[config.mk]
export PLATFORM = sky130hd
export DESIGN_NAME = arfc_top
export DESIGN_NICKNAME = d
export VERILOG_FILES = /design/src/verilog/arfc_pkg.sv /design/src/verilog/arfc_format.sv /design/src/verilog/arfc_compare.sv /design/src/verilog/arfc_top.sv
export VERILOG_INCLUDE_DIRS = /design/src /design/src/verilog
export SDC_FILE = /design/constraint.sdc
export NUM_CORES = 1
export LEC_CHECK = 0
export BUFFER_PORTS_ARGS = -buffer_cell sky130_fd_sc_hd__buf_4
export CORE_ASPECT_RATIO = 0.75
export CORE_MARGIN = 2
export CORE_UTILIZATION = 50
export CTS_CLUSTER_DIAMETER = 60
export CTS_CLUSTER_SIZE = 14
export DETAILED_ROUTE_END_ITERATION = 12
export GPL_ROUTABILITY_DRIVEN = 0
export PLACE_DENSITY = 0.73
export SLEW_MARGIN = 15
export SYNTH_ARGS = -nofsm -noshare
export SYNTH_HDL_FRONTEND = slang
export SYNTH_HIERARCHICAL = 1
export SYNTH_SLANG_ARGS = --single-unit
[constraint.sdc]
create_clock -name core_clk -period 3 [get_ports core_clk]
set_input_delay 0.6 -clock core_clk [delete_from_list [all_inputs] [get_ports core_clk]]
set_output_delay 0.6 -clock core_clk [all_outputs]
set_load 0.01 [all_outputs]
[src/verilog/arfc_cfg.svh]
`ifndef ARFC_CFG_SVH
`define ARFC_CFG_SVH

// ****************************************
// register byte addresses
// ****************************************
`define ARFC_ADDR_CONFIG 8'h10
`define ARFC_ADDR_STATUS 8'h11
`define ARFC_ADDR_CMP_HIGH 8'h12
`define ARFC_ADDR_CMP_LOW 8'h13
`define ARFC_ADDR_MATCH_LIMIT 8'h14
`define ARFC_ADDR_DIAG 8'h16
`define ARFC_ADDR_RES_HIGH 8'h18
`define ARFC_ADDR_RES_LOW 8'h19

// ****************************************
// field positions
// ****************************************
`define ARFC_CFG_SIGN_BIT 0
`define ARFC_CFG_JUSTIFY_BIT 1
`define ARFC_STAT_READY_BIT 0
`define ARFC_STAT_CMP_BIT 1
`define ARFC_CMPH_EN_BIT 7
`define ARFC_CMPH_MODE_BIT 6
`define ARFC_CMPH_DEC_BIT 5
`define ARFC_CMPH_WR_MASK 8'hE3
`define ARFC_DIAG_WR_MASK 8'h03

// ****************************************
// reset values
// ****************************************
`define ARFC_RST_CONFIG 2'h0
`define ARFC_RST_CMP_HIGH 8'h00
`define ARFC_RST_CMP_LOW 8'h00
`define ARFC_RST_MATCH_LIMIT 8'h00
`define ARFC_RST_DIAG 2'h0
`define ARFC_RST_BYTE 8'h00

`endif

[src/verilog/arfc_pkg.sv]
package arfc_pkg;

   // ****************************************
   // carriers
   // ****************************************
   // one finished conversion from the converter core
   typedef struct packed {
      logic done;
      logic [9:0] result;
      logic ratiometric;
   } arfc_conv_t;

   // byte register access from the serial link logic
   typedef struct packed {
      logic rd;
      logic wr;
      logic [7:0] addr;
      logic [7:0] wdata;
   } arfc_reg_req_t;

   // formatted byte pair
   typedef struct packed {
      logic [7:0] high;
      logic [7:0] low;
   } arfc_pair_t;

   // ****************************************
   // shared arithmetic
   // ****************************************
   // signed coding flips the offset-binary midscale bit into two's complement
   function automatic logic [9:0] arfc_code10(input logic [9:0] raw, input logic signed_mode);
      arfc_code10 = signed_mode ? {~raw[9], raw[8:0]} : raw;
   endfunction : arfc_code10

endpackage : arfc_pkg

[src/verilog/arfc_format.sv]
`timescale 1ns/1ps
`include "arfc_cfg.svh"

module arfc_format (
   input wire logic core_clk,
   input wire logic reset,
   input wire arfc_pkg::arfc_conv_t conv,
   input wire logic justify_select,
   input wire logic sign_select,
   output arfc_pkg::arfc_pair_t live
);
   import arfc_pkg::*;

   typedef struct packed {
      arfc_pair_t live;
   } arfc_fmt_state_t;

   arfc_fmt_state_t state;
   arfc_fmt_state_t next_state;
   logic signed_mode;
   logic [9:0] coded;

   // absolute and temperature conversions stay unsigned
   assign signed_mode = conv.ratiometric & sign_select;
   assign coded = arfc_code10(conv.result, signed_mode);

   // ****************************************
   // byte split on each finished conversion
   // ****************************************
   always_comb begin
      next_state = state;
      if (conv.done) begin
         if (!justify_select) begin
            next_state.live.high = coded[9:2];
            next_state.live.low = {coded[1:0], 6'h00};
         end else begin
            next_state.live.low = coded[7:0];
            // sign copies fill the unused upper bits
            next_state.live.high = {{6{signed_mode & coded[9]}}, coded[9:8]};
         end
      end
   end

   always_ff @(posedge core_clk) begin
      if (reset) begin
         state <= '0;
      end else begin
         state <= next_state;
      end
   end

   assign live = state.live;

endmodule : arfc_format

[src/verilog/arfc_compare.sv]
`timescale 1ns/1ps
`include "arfc_cfg.svh"

module arfc_compare (
   input wire logic core_clk,
   input wire logic reset,
   input wire arfc_pkg::arfc_conv_t conv,
   input wire logic enable,
   input wire logic less_mode,
   input wire logic decrement_select,
   input wire logic sign_select,
   input wire logic [9:0] threshold_value,
   input wire logic [7:0] match_count_limit,
   output logic hit
);
   import arfc_pkg::*;

   typedef struct packed {
      logic [7:0] count;
      logic hit;
   } arfc_cmp_state_t;

   arfc_cmp_state_t state;
   arfc_cmp_state_t next_state;
   logic signed_mode;
   logic [9:0] coded;
   logic below;
   logic match;
   logic [7:0] count_up;

   // ****************************************
   // comparison of one result
   // ****************************************
   assign signed_mode = conv.ratiometric & sign_select;
   assign coded = arfc_code10(conv.result, signed_mode);
   assign below = signed_mode ? ($signed(coded) < $signed(threshold_value))
                              : (coded < threshold_value);
   assign match = less_mode ? below : ~below;
   assign count_up = state.count + 8'h01;

   // ****************************************
   // match counter
   // ****************************************
   always_comb begin
      next_state = state;
      next_state.hit = 1'b0;
      if (!enable) begin
         next_state.count = 8'h00;
      end else if (conv.done) begin
         if (match) begin
            // a zero limit means the very first match fires
            if (count_up >= match_count_limit) begin
               next_state.hit = 1'b1;
               next_state.count = 8'h00;
            end else begin
               next_state.count = count_up;
            end
         end else if (decrement_select) begin
            // saturate at zero instead of wrapping
            if (state.count != 8'h00) begin
               next_state.count = state.count - 8'h01;
            end
         end else begin
            next_state.count = 8'h00;
         end
      end
   end

   always_ff @(posedge core_clk) begin
      if (reset) begin
         state <= '0;
      end else begin
         state <= next_state;
      end
   end

   assign hit = state.hit;

endmodule : arfc_compare

[src/verilog/arfc_top.sv]
`timescale 1ns/1ps
`include "arfc_cfg.svh"

// What this block does
// - a 10-bit result is shown as a high byte and a low byte
// - justify 0: bits 9..2 in high byte, bits 1..0 in low byte
// - left format: high byte read first clears ready and latches low byte
// - justify 1: bits 7..0 in low byte, bits 9..8 in high byte
// - right format: low byte read first clears ready and latches high byte
// - ratiometric results unsigned with sign select 0, signed with 1
// - absolute or temperature results always unsigned
// - right signed format fills unused high bits with the sign
// - each result compared to threshold; a true compare increments the counter
// - false compare decrements counter if decrement select, else clears it
// - counter reaching the match limit sets the comparator flag
// - comparator enable masks the conversion ready flag
// - signed compare only for ratiometric with sign select 1
// - mode 1 true when below threshold; mode 0 true when at or above
// - threshold is control bits 1..0 above the 8 threshold low bits
// - control bits 4..2 always read zero
// - both comparator registers reset to zero, writes ignored while converting
// - zero match limit sets the flag on the first true compare
// - match limit register is read-only while converting
// - diagnostics: bits 1,0 source enables, 6..2 fault flags, 7 zero
// - ready flag set when a formatted result is waiting unread
// - fault flags are live, never latched
module arfc_top (
   input wire logic core_clk,
   input wire logic reset,
   input wire arfc_pkg::arfc_reg_req_t reg_req,
   output logic [7:0] reg_rdata,
   output logic reg_rvalid,
   input wire arfc_pkg::arfc_conv_t conv,
   input wire logic conv_running,
   input wire logic [3:0] input_fault_flags,
   input wire logic sensor_supply_fault_flag,
   output logic high_source_enable,
   output logic low_source_enable,
   output logic conversion_ready_flag,
   output logic comparator_flag,
   output logic converter_event
);
   import arfc_pkg::*;

   // ****************************************
   // state
   // ****************************************
   typedef struct packed {
      logic [1:0] converter_config;
      logic [7:0] comparator_control_high;
      logic [7:0] comparator_threshold_low;
      logic [7:0] match_count_limit;
      logic [1:0] diag_enables;
      logic ready;
      logic cmp_flag;
      logic [7:0] shadow_high;
      logic [7:0] shadow_low;
      logic [7:0] rdata;
      logic rvalid;
   } arfc_top_state_t;

   arfc_top_state_t state;
   arfc_top_state_t next_state;

   arfc_pair_t live;
   logic cmp_hit;
   logic justify_select;
   logic sign_select;
   logic comparator_enable;
   logic comparison_mode;
   logic decrement_select;
   logic [9:0] threshold_value;
   logic wr_cfg_ok;
   logic rd_high;
   logic rd_low;
   logic first_read;
   logic [7:0] status_byte;
   logic [7:0] diag_byte;
   logic [7:0] cmph_byte;

   // ****************************************
   // field views of the control registers
   // ****************************************
   assign justify_select = state.converter_config[`ARFC_CFG_JUSTIFY_BIT];
   assign sign_select = state.converter_config[`ARFC_CFG_SIGN_BIT];
   assign comparator_enable = state.comparator_control_high[`ARFC_CMPH_EN_BIT];
   assign comparison_mode = state.comparator_control_high[`ARFC_CMPH_MODE_BIT];
   assign decrement_select = state.comparator_control_high[`ARFC_CMPH_DEC_BIT];
   // upper two threshold bits sit in the control register
   assign threshold_value = {state.comparator_control_high[1:0],
                             state.comparator_threshold_low};

   // ****************************************
   // result formatting and comparator
   // ****************************************
   arfc_format u_format (
      .core_clk(core_clk),
      .reset(reset),
      .conv(conv),
      .justify_select(justify_select),
      .sign_select(sign_select),
      .live(live)
   );

   arfc_compare u_compare (
      .core_clk(core_clk),
      .reset(reset),
      .conv(conv),
      .enable(comparator_enable),
      .less_mode(comparison_mode),
      .decrement_select(decrement_select),
      .sign_select(sign_select),
      .threshold_value(threshold_value),
      .match_count_limit(state.match_count_limit),
      .hit(cmp_hit)
   );

   // ****************************************
   // access decode
   // ****************************************
   // comparator register writes are frozen while the converter runs
   assign wr_cfg_ok = reg_req.wr & ~conv_running;
   assign rd_high = reg_req.rd & (reg_req.addr == `ARFC_ADDR_RES_HIGH);
   assign rd_low = reg_req.rd & (reg_req.addr == `ARFC_ADDR_RES_LOW);
   // left format reads the high byte first, right format the low byte first
   assign first_read = justify_select ? rd_low : rd_high;

   // status shows ready only while the comparator leaves it unmasked
   assign status_byte = {6'h00, state.cmp_flag,
                         state.ready & ~comparator_enable};
   // unimplemented control bits forced to zero on read
   assign cmph_byte = state.comparator_control_high & `ARFC_CMPH_WR_MASK;
   // fault flags read straight from the pins, no storage
   assign diag_byte = {1'b0, sensor_supply_fault_flag, input_fault_flags,
                       state.diag_enables};

   // ****************************************
   // register and flag update
   // ****************************************
   always_comb begin
      next_state = state;
      next_state.rvalid = reg_req.rd;

      // software writes
      if (reg_req.wr) begin
         case (reg_req.addr)
            `ARFC_ADDR_CONFIG: begin
               next_state.converter_config = reg_req.wdata[1:0];
            end
            `ARFC_ADDR_CMP_HIGH: begin
               if (wr_cfg_ok) begin
                  next_state.comparator_control_high =
                     reg_req.wdata & `ARFC_CMPH_WR_MASK;
               end
            end
            `ARFC_ADDR_CMP_LOW: begin
               if (wr_cfg_ok) begin
                  next_state.comparator_threshold_low = reg_req.wdata;
               end
            end
            `ARFC_ADDR_MATCH_LIMIT: begin
               if (wr_cfg_ok) begin
                  next_state.match_count_limit = reg_req.wdata;
               end
            end
            `ARFC_ADDR_DIAG: begin
               next_state.diag_enables = reg_req.wdata[1:0];
            end
            default: begin
               next_state.rdata = state.rdata;
            end
         endcase
      end

      // first byte read freezes its partner byte
      if (first_read) begin
         if (justify_select) begin
            next_state.shadow_high = live.high;
         end else begin
            next_state.shadow_low = live.low;
         end
         next_state.ready = 1'b0;
      end

      // comparator flag clears on a status read
      if (reg_req.rd && (reg_req.addr == `ARFC_ADDR_STATUS)) begin
         next_state.cmp_flag = 1'b0;
      end

      // sets placed last so a new event beats a same-cycle clear
      if (conv.done) begin
         next_state.ready = 1'b1;
      end
      if (cmp_hit) begin
         next_state.cmp_flag = 1'b1;
      end

      // read data registered one cycle after the strobe
      if (reg_req.rd) begin
         case (reg_req.addr)
            `ARFC_ADDR_CONFIG: begin
               next_state.rdata = {6'h00, state.converter_config};
            end
            `ARFC_ADDR_STATUS: begin
               next_state.rdata = status_byte;
            end
            `ARFC_ADDR_CMP_HIGH: begin
               next_state.rdata = cmph_byte;
            end
            `ARFC_ADDR_CMP_LOW: begin
               next_state.rdata = state.comparator_threshold_low;
            end
            `ARFC_ADDR_MATCH_LIMIT: begin
               next_state.rdata = state.match_count_limit;
            end
            `ARFC_ADDR_DIAG: begin
               next_state.rdata = diag_byte;
            end
            `ARFC_ADDR_RES_HIGH: begin
               // left format: live byte; right format: frozen partner
               next_state.rdata = justify_select ? state.shadow_high : live.high;
            end
            `ARFC_ADDR_RES_LOW: begin
               next_state.rdata = justify_select ? live.low : state.shadow_low;
            end
            default: begin
               next_state.rdata = `ARFC_RST_BYTE;
            end
         endcase
      end
   end

   // ****************************************
   // state register
   // ****************************************
   always_ff @(posedge core_clk) begin
      if (reset) begin
         state.converter_config <= `ARFC_RST_CONFIG;
         state.comparator_control_high <= `ARFC_RST_CMP_HIGH;
         state.comparator_threshold_low <= `ARFC_RST_CMP_LOW;
         state.match_count_limit <= `ARFC_RST_MATCH_LIMIT;
         state.diag_enables <= `ARFC_RST_DIAG;
         state.ready <= 1'b0;
         state.cmp_flag <= 1'b0;
         state.shadow_high <= `ARFC_RST_BYTE;
         state.shadow_low <= `ARFC_RST_BYTE;
         state.rdata <= `ARFC_RST_BYTE;
         state.rvalid <= 1'b0;
      end else begin
         state <= next_state;
      end
   end

   // ****************************************
   // outputs
   // ****************************************
   // sources stay under software control; the host must drop them first
   assign high_source_enable = state.diag_enables[1];
   assign low_source_enable = state.diag_enables[0];
   assign conversion_ready_flag = state.ready & ~comparator_enable;
   assign comparator_flag = state.cmp_flag;
   // one summary line for the converter, masked ready or comparator event
   assign converter_event = conversion_ready_flag | state.cmp_flag;
   assign reg_rdata = state.rdata;
   assign reg_rvalid = state.rvalid;

endmodule : arfc_top

======== Word-level counts from Yosys, hierarchy flattened ========
Cells that the tools add are included.
operators by class
  reductions and logical operators ........ 14
  bitwise gates (word level) .............. 14
  add/sub/neg operators ................... 2
  order comparisons ....................... 3
  muxes and demuxes ....................... 17
  equality and inequality tests ........... 9
operators by type and width
  operator             count
  $eq 8x5->1 const B   8
  $pmux 8 s8           1
  $mux 8               6
  $lt 10x10->1         2
  $mux 16              1
  $mux 10              1
  $reduce_and 2->1     5
  $reduce_and 3->1     3
  $add 8x1->8 const B  1
  $ge 8x8->1           1
  $mux 1               8
  $reduce_bool 8->1    1
  $sub 8x1->8 const B  1
  $not 1->1            7
  $and 1x1->1          6
  $reduce_bool 2->1    2
  $reduce_or 4->1      1
  $ne 3x1->1 const B   1
  $reduce_or 2->1      1
  $logic_and 1x1->1    1
  $or 1x1->1           1
word-level totals
  register bits after elaboration ......... 77
  logic and storage cells ................. 74
  bits of input ports ..................... 38
  output and inout bits ................... 14

======== Depth between registers and ports, before layout ========
  depth after elaboration ................. 8
  depth in mapped cells ................... 13
  depth with buffers taken out ............ 12

======== Cells and area by module ========
Netlist, hierarchy kept.
modules (own cells, without submodules)
  module        instances  cells each  area each (µm²)  sequential area each (µm²)
  arfc_top      1          284         2,625.0          1,041.0
  arfc_compare  1          161         1,268.7          180.2
  arfc_format   1          74          675.6            320.3

======== Least setup slack after synthesis ========
Ideal clock, no wire load.
  path kind ............................... register to register
  from .................................... reg u_compare/state[3] (netlist name)
  to ...................................... reg u_compare/state[1] (netlist name)
  period minus slack after synthesis ...... 2,809 ps
  cell stages (with the launch flop) ...... 14
  library setup time ...................... 66 ps
  data arrival time ....................... 2,743 ps
  buffers on the path ..................... 1
  data required time ...................... 2,934 ps
  setup slack ............................. 191 ps
  cell sequence ........................... dfxtp_1 clkbuf_1 and3_1 nand3_1 nor2_1 xor2_1 ha_1 and3_1 a221oi_1 o21ai_1 a211oi_2 nor2_2 a211o_1 a21oi_2
on the way
  longest elaborated chain between the ends .. 4
  elaborated cells on any way between the ends .. 7
  classes of those cells .................. add/sub: 1; order compare: 1; eq/ne: 1; mux: 2; reduce/logical: 2
RTL lines
  what                    RTL line            RTL
  start, declared         arfc_compare.sv:23  arfc_cmp_state_t state;
  start signal, assigned  arfc_compare.sv:73  state <= next_state;
  $add 8x1->8             arfc_compare.sv:39  assign count_up = state.count + 8'h01;
  $ge 8x8->1              arfc_compare.sv:52  if (count_up >= match_count_limit) begin
  $mux 8                  arfc_compare.sv:52
  $mux 8                  arfc_compare.sv:50  if (match) begin
Parallel ways exist; a longest one is shown, timed or not.
A chain may end at the register's enable or synchronous reset.

======== Worst setup path after layout ========
Ends and elaborated chain as after synthesis.

==> flow_results.org <==
** Status
- Outcome :: finished clean

** Clock network
- H-tree Lvls :: 3
- Bufs on Longest Clock Path :: 2
- Clock transition at the registers of the reported paths :: 60 ps
- CTS tree :: yes
- For the worst-skew pair, the clock arrives at the later sink with an insertion delay of 330 ps.
- Clock sink total :: 77
- CTS Root Buffer Type :: clkbuf_16
- Counting the buffers created by CTS gives 9.

** Final layout
- Area Growth Syn to Fin :: 17.1%
- Net count of the finished layout :: 617
- Fillcell total :: 794
- In the final layout, the share of cells above drive strength 1 is 0.199.
- Diode insertion count for antenna repair :: 0
- After routing the design area is 0.00535 sq mm.

** Global routing
- First-pass GRT wire length :: 18900 microns
- Number of antenna violations at the first check in global routing :: 0
- Vias in the first global route :: 3631
- Pin count of the biggest net entering global routing :: 37
- In the global route stage, overall resource usage came out at 0.247.
- Total congestion overflow :: 0

** Detailed routing
- Number of remaining DRC errors :: 0
- The count of nets left with antenna violations once routing finished came out at 0.
- For this block, the initial DRC count from the detailed router was 306.
- First-pass iteration count of the detailed router :: 5
- Across all layers, the routed design uses 3977 vias.
- Total wire length after detailed routing :: 12000 microns
- Dividing the detail-routed wire length by the instance count gives 17.7 microns.
- Mean number of vias per cell :: 5.89

** Yosys
- The Yosys step of the flow raised 6 warnings.
- Proportion of register bits with asynchronous set or reset after synthesis :: 0
- Count of flip-flops with a built-in enable after synthesis :: 0
- Syn_nets :: 578
- Post-Syn Area :: 0.00457 sq mm
- Dominant register cell in the synthesized netlist :: dfxtp_1
- Synthesis instantiated 65 different standard cells from the library.
- Counting flops and latches in the post-synthesis netlist gives 77.
- Mean post-synth cell area :: 8.80 sq um
- Synthesized netlist cell count :: 519
- The share of the Yosys chip area taken by registers is 0.337.

** Worst setup path
- Req. time, crit path :: 3270 ps
- Start point of the critical path :: u_compare/state[3]
- Beginning of the worst register-to-register path :: u_compare/state[3]
- By startpoint and endpoint, the worst setup path is classified as flop to flop.
- Worst path arrival time :: 3140 ps
- Highest fanout seen on the critical path :: 9
- Crit end category :: flop
- Critical Path Start Type :: flop

** Place
- Port Buffer Count :: 51
- Post-place setup slack :: 12.4 ps
- Once detailed placement completed, the half-perimeter wirelength came to 8750 microns.
- Placed inst area :: 0.00497 sq mm

** STA
- Fin. max-slew vios :: 0
- Post-layout min period :: 2860 ps
- Headroom to the max-slew limit :: 0.515
- Across all setup checks in the final design, the least slack found is 137 ps.
- Number of endpoints failing setup at the final stage :: 0
- In the finished design, the share of the clock period the worst path needs comes to 0.954.
- The hold violation count in the final report came to 0.
- Final setup skew :: 6.60 ps
- For the pin with the worst max-slew slack, the measured transition is 727 ps.
- Peak clock frequency supported by timing :: 0.349 GHz

** Floorplanning
- The core region is 0.00897 sq mm.
- Top-level I/O count :: 52
- Width of the chip :: 114 microns
- Overall die area :: 0.00993 sq mm
- Height of the die :: 86.8 microns
- For this configuration, the core starts out at a cell density of 0.509.
- Number of core rows :: 30

** Power
- Sequential cell fraction of total power :: 0.443
- After layout, the design draws a total of 2.35 mW.
- Of the total power, the share spent switching nets is 0.232.
- Internal power comes to 1.81 mW.
- In this run the power density over the cells is 439 mW/mm^2.
- Clock network power share :: 0.477
- The share of total power dissipated in combinational logic is 0.080.
- The analysis attributes to cell leakage a power of 2.30 nW.
- Worst vdd rail ir drop :: 0.300 mV
- Net switching power figure :: 545 uW

** Min path
- Hold path startpoint :: u_compare/hit
- The worst hold path belongs to the class flop to flop.

** Job
- Number of violations of the max-capacitance limit :: 0
==> worst max-delay path, stage by stage (launching register included) <==
cell	delay (ps)
dfxtp_4	390
and3_1	180
nand3_1	120
nor2_2	150
xor2_2	180
ha_1	280
and3_1	200
a221oi_2	240
o21ai_2	160
nor4_4	400
nor2_2	80
a211o_1	310
a21oi_2	110
==> cell families (layout without fill, tap and decap cells) <==
family / after synthesis / in the layout / synth area share
buffers and inverters: 63 / 107 / 0.0668
AOI/OAI and AO/OA: 89 / 89 / 0.138
muxes: 75 / 75 / 0.168
DFF: 77 / 77 / 0.337
adders and majority gates: 21 / 21 / 0.0575
xor gates and xnor gates: 14 / 14 / 0.0268
and+or+nand+nor: 180 / 180 / 0.205
==> metal layers <==
metal / routed length, microns / global-route usage / vias to the layer above / part of all wire
li1: - / - / 1916 / -
met2: 5150 / 0.366 / 165 / 0.43
met4: 127 / 0.0665 / 0 / 0.011
met5: 0 / 0 / - / 0
met3: 917 / 0.0503 / 13 / 0.077
met1: 5760 / 0.366 / 1883 / 0.48
==> final timing paths <==
| kind | end | slack, ps | cells past startpoint |
|---|---|---|---|
| worst max register to register | u_compare/state[1] | 140 | 12 |
| worst max-delay path | u_compare/state[1] | 140 | 12 |
| worst min-delay path | comparator_flag | 440 | 2 |
| worst min register to register | comparator_flag | 440 | 2 |
==> synth_stat cells (7+ instances only) <==
| cell type | count | area, sq um |
|---|---|---|
| nand3_1 | 17 | 85.1 |
| inv_1 | 24 | 90.1 |
| a311oi_1 | 7 | 61.3 |
| nor2_1 | 62 | 233 |
| xor2_1 | 8 | 70.1 |
| clkbuf_1 | 16 | 60.1 |
| a211oi_1 | 9 | 67.6 |
| nand4_1 | 8 | 50.1 |
| o22ai_1 | 7 | 43.8 |
| o21ai_0 | 18 | 90.1 |
| mux2i_1 | 70 | 701 |
| ha_1 | 21 | 263 |
| nand2b_1 | 19 | 119 |
| a21oi_1 | 14 | 70.1 |
| buf_2 | 7 | 35.0 |
| buf_4 | 8 | 60.1 |
| nand2_1 | 20 | 75.1 |
| dfxtp_1 | 77 | 1540 |
| nor3_1 | 15 | 75.1 |
==> power groups by stage <==
stage               Combinational, mW  Clock (mW)  Sequential, mW
global placement                0.181           0            1.06
global route                    0.204        1.19            1.04
detailed placement              0.185           0            1.07
floorplan                       0.104           0            1.06
finish                          0.189        1.12            1.04
CTS                             0.186        1.14            1.04
==> state kept, by name, indices dropped and copies added (netlist names), 5 cells and up <==
register,flops
u_compare/state,8
state,33
cmph_byte,5
u_format/live,16
reg_rdata,8
==> placed cells by master (no fill, tap or decap), types with 3 or more instances in the layout <==
master and count:
mux2_2 4, or3_1 3, nand3_1 17, mux2i_1 70
buf_4 67, or2_2 4, nor2b_1 6, nand2_1 20
inv_1 24, nand2b_1 19, a311oi_1 7, and2_1 4
clkbuf_16 9, a32o_1 4, nand4_1 8, a21o_1 5
nor2_1 61, ha_1 20, and3_1 4, o211ai_1 3
xor2_1 7, dfxtp_1 74, nor3_1 15, xnor2_1 6
a211oi_1 9, o22ai_1 7, o21ai_0 18, a21oi_1 14
==> per-stage QoR <==
step | hold slack [ps] | cells | utilization | setup TNS (ps)
after floorplan | 413 | 519 | - | 0
after global placement | 423 | 655 | 0.554 | 0
after detailed placement | 445 | 655 | 0.554 | 0
after CTS | 447 | 671 | 0.589 | 0
after global routing | 474 | 675 | 0.597 | -40.9
final | 440 | 675 | 0.597 | 0
==> timing repair <==
item	in CTS	in global routing
hold buffers	0	0
gates resized for setup	1	10
buffers inserted	0	4
pin swaps	0	7
endpoints found under the setup margin	1	8
==> cell type report <==
type / count / area [sq um] / share of cell area
clock inverters: 4 / 53.8 / 0.0101
clock buffers: 12 / 256 / 0.0479
inverters: 24 / 90.1 / 0.0168
multi-input cells: 379 / 2760 / 0.515
flip-flops and latches: 77 / 1550 / 0.290
well taps: 112 / 140 / 0.0262
repair buffers: 67 / 503 / 0.0940
Note: power is estimated with default switching activity, not from simulation.
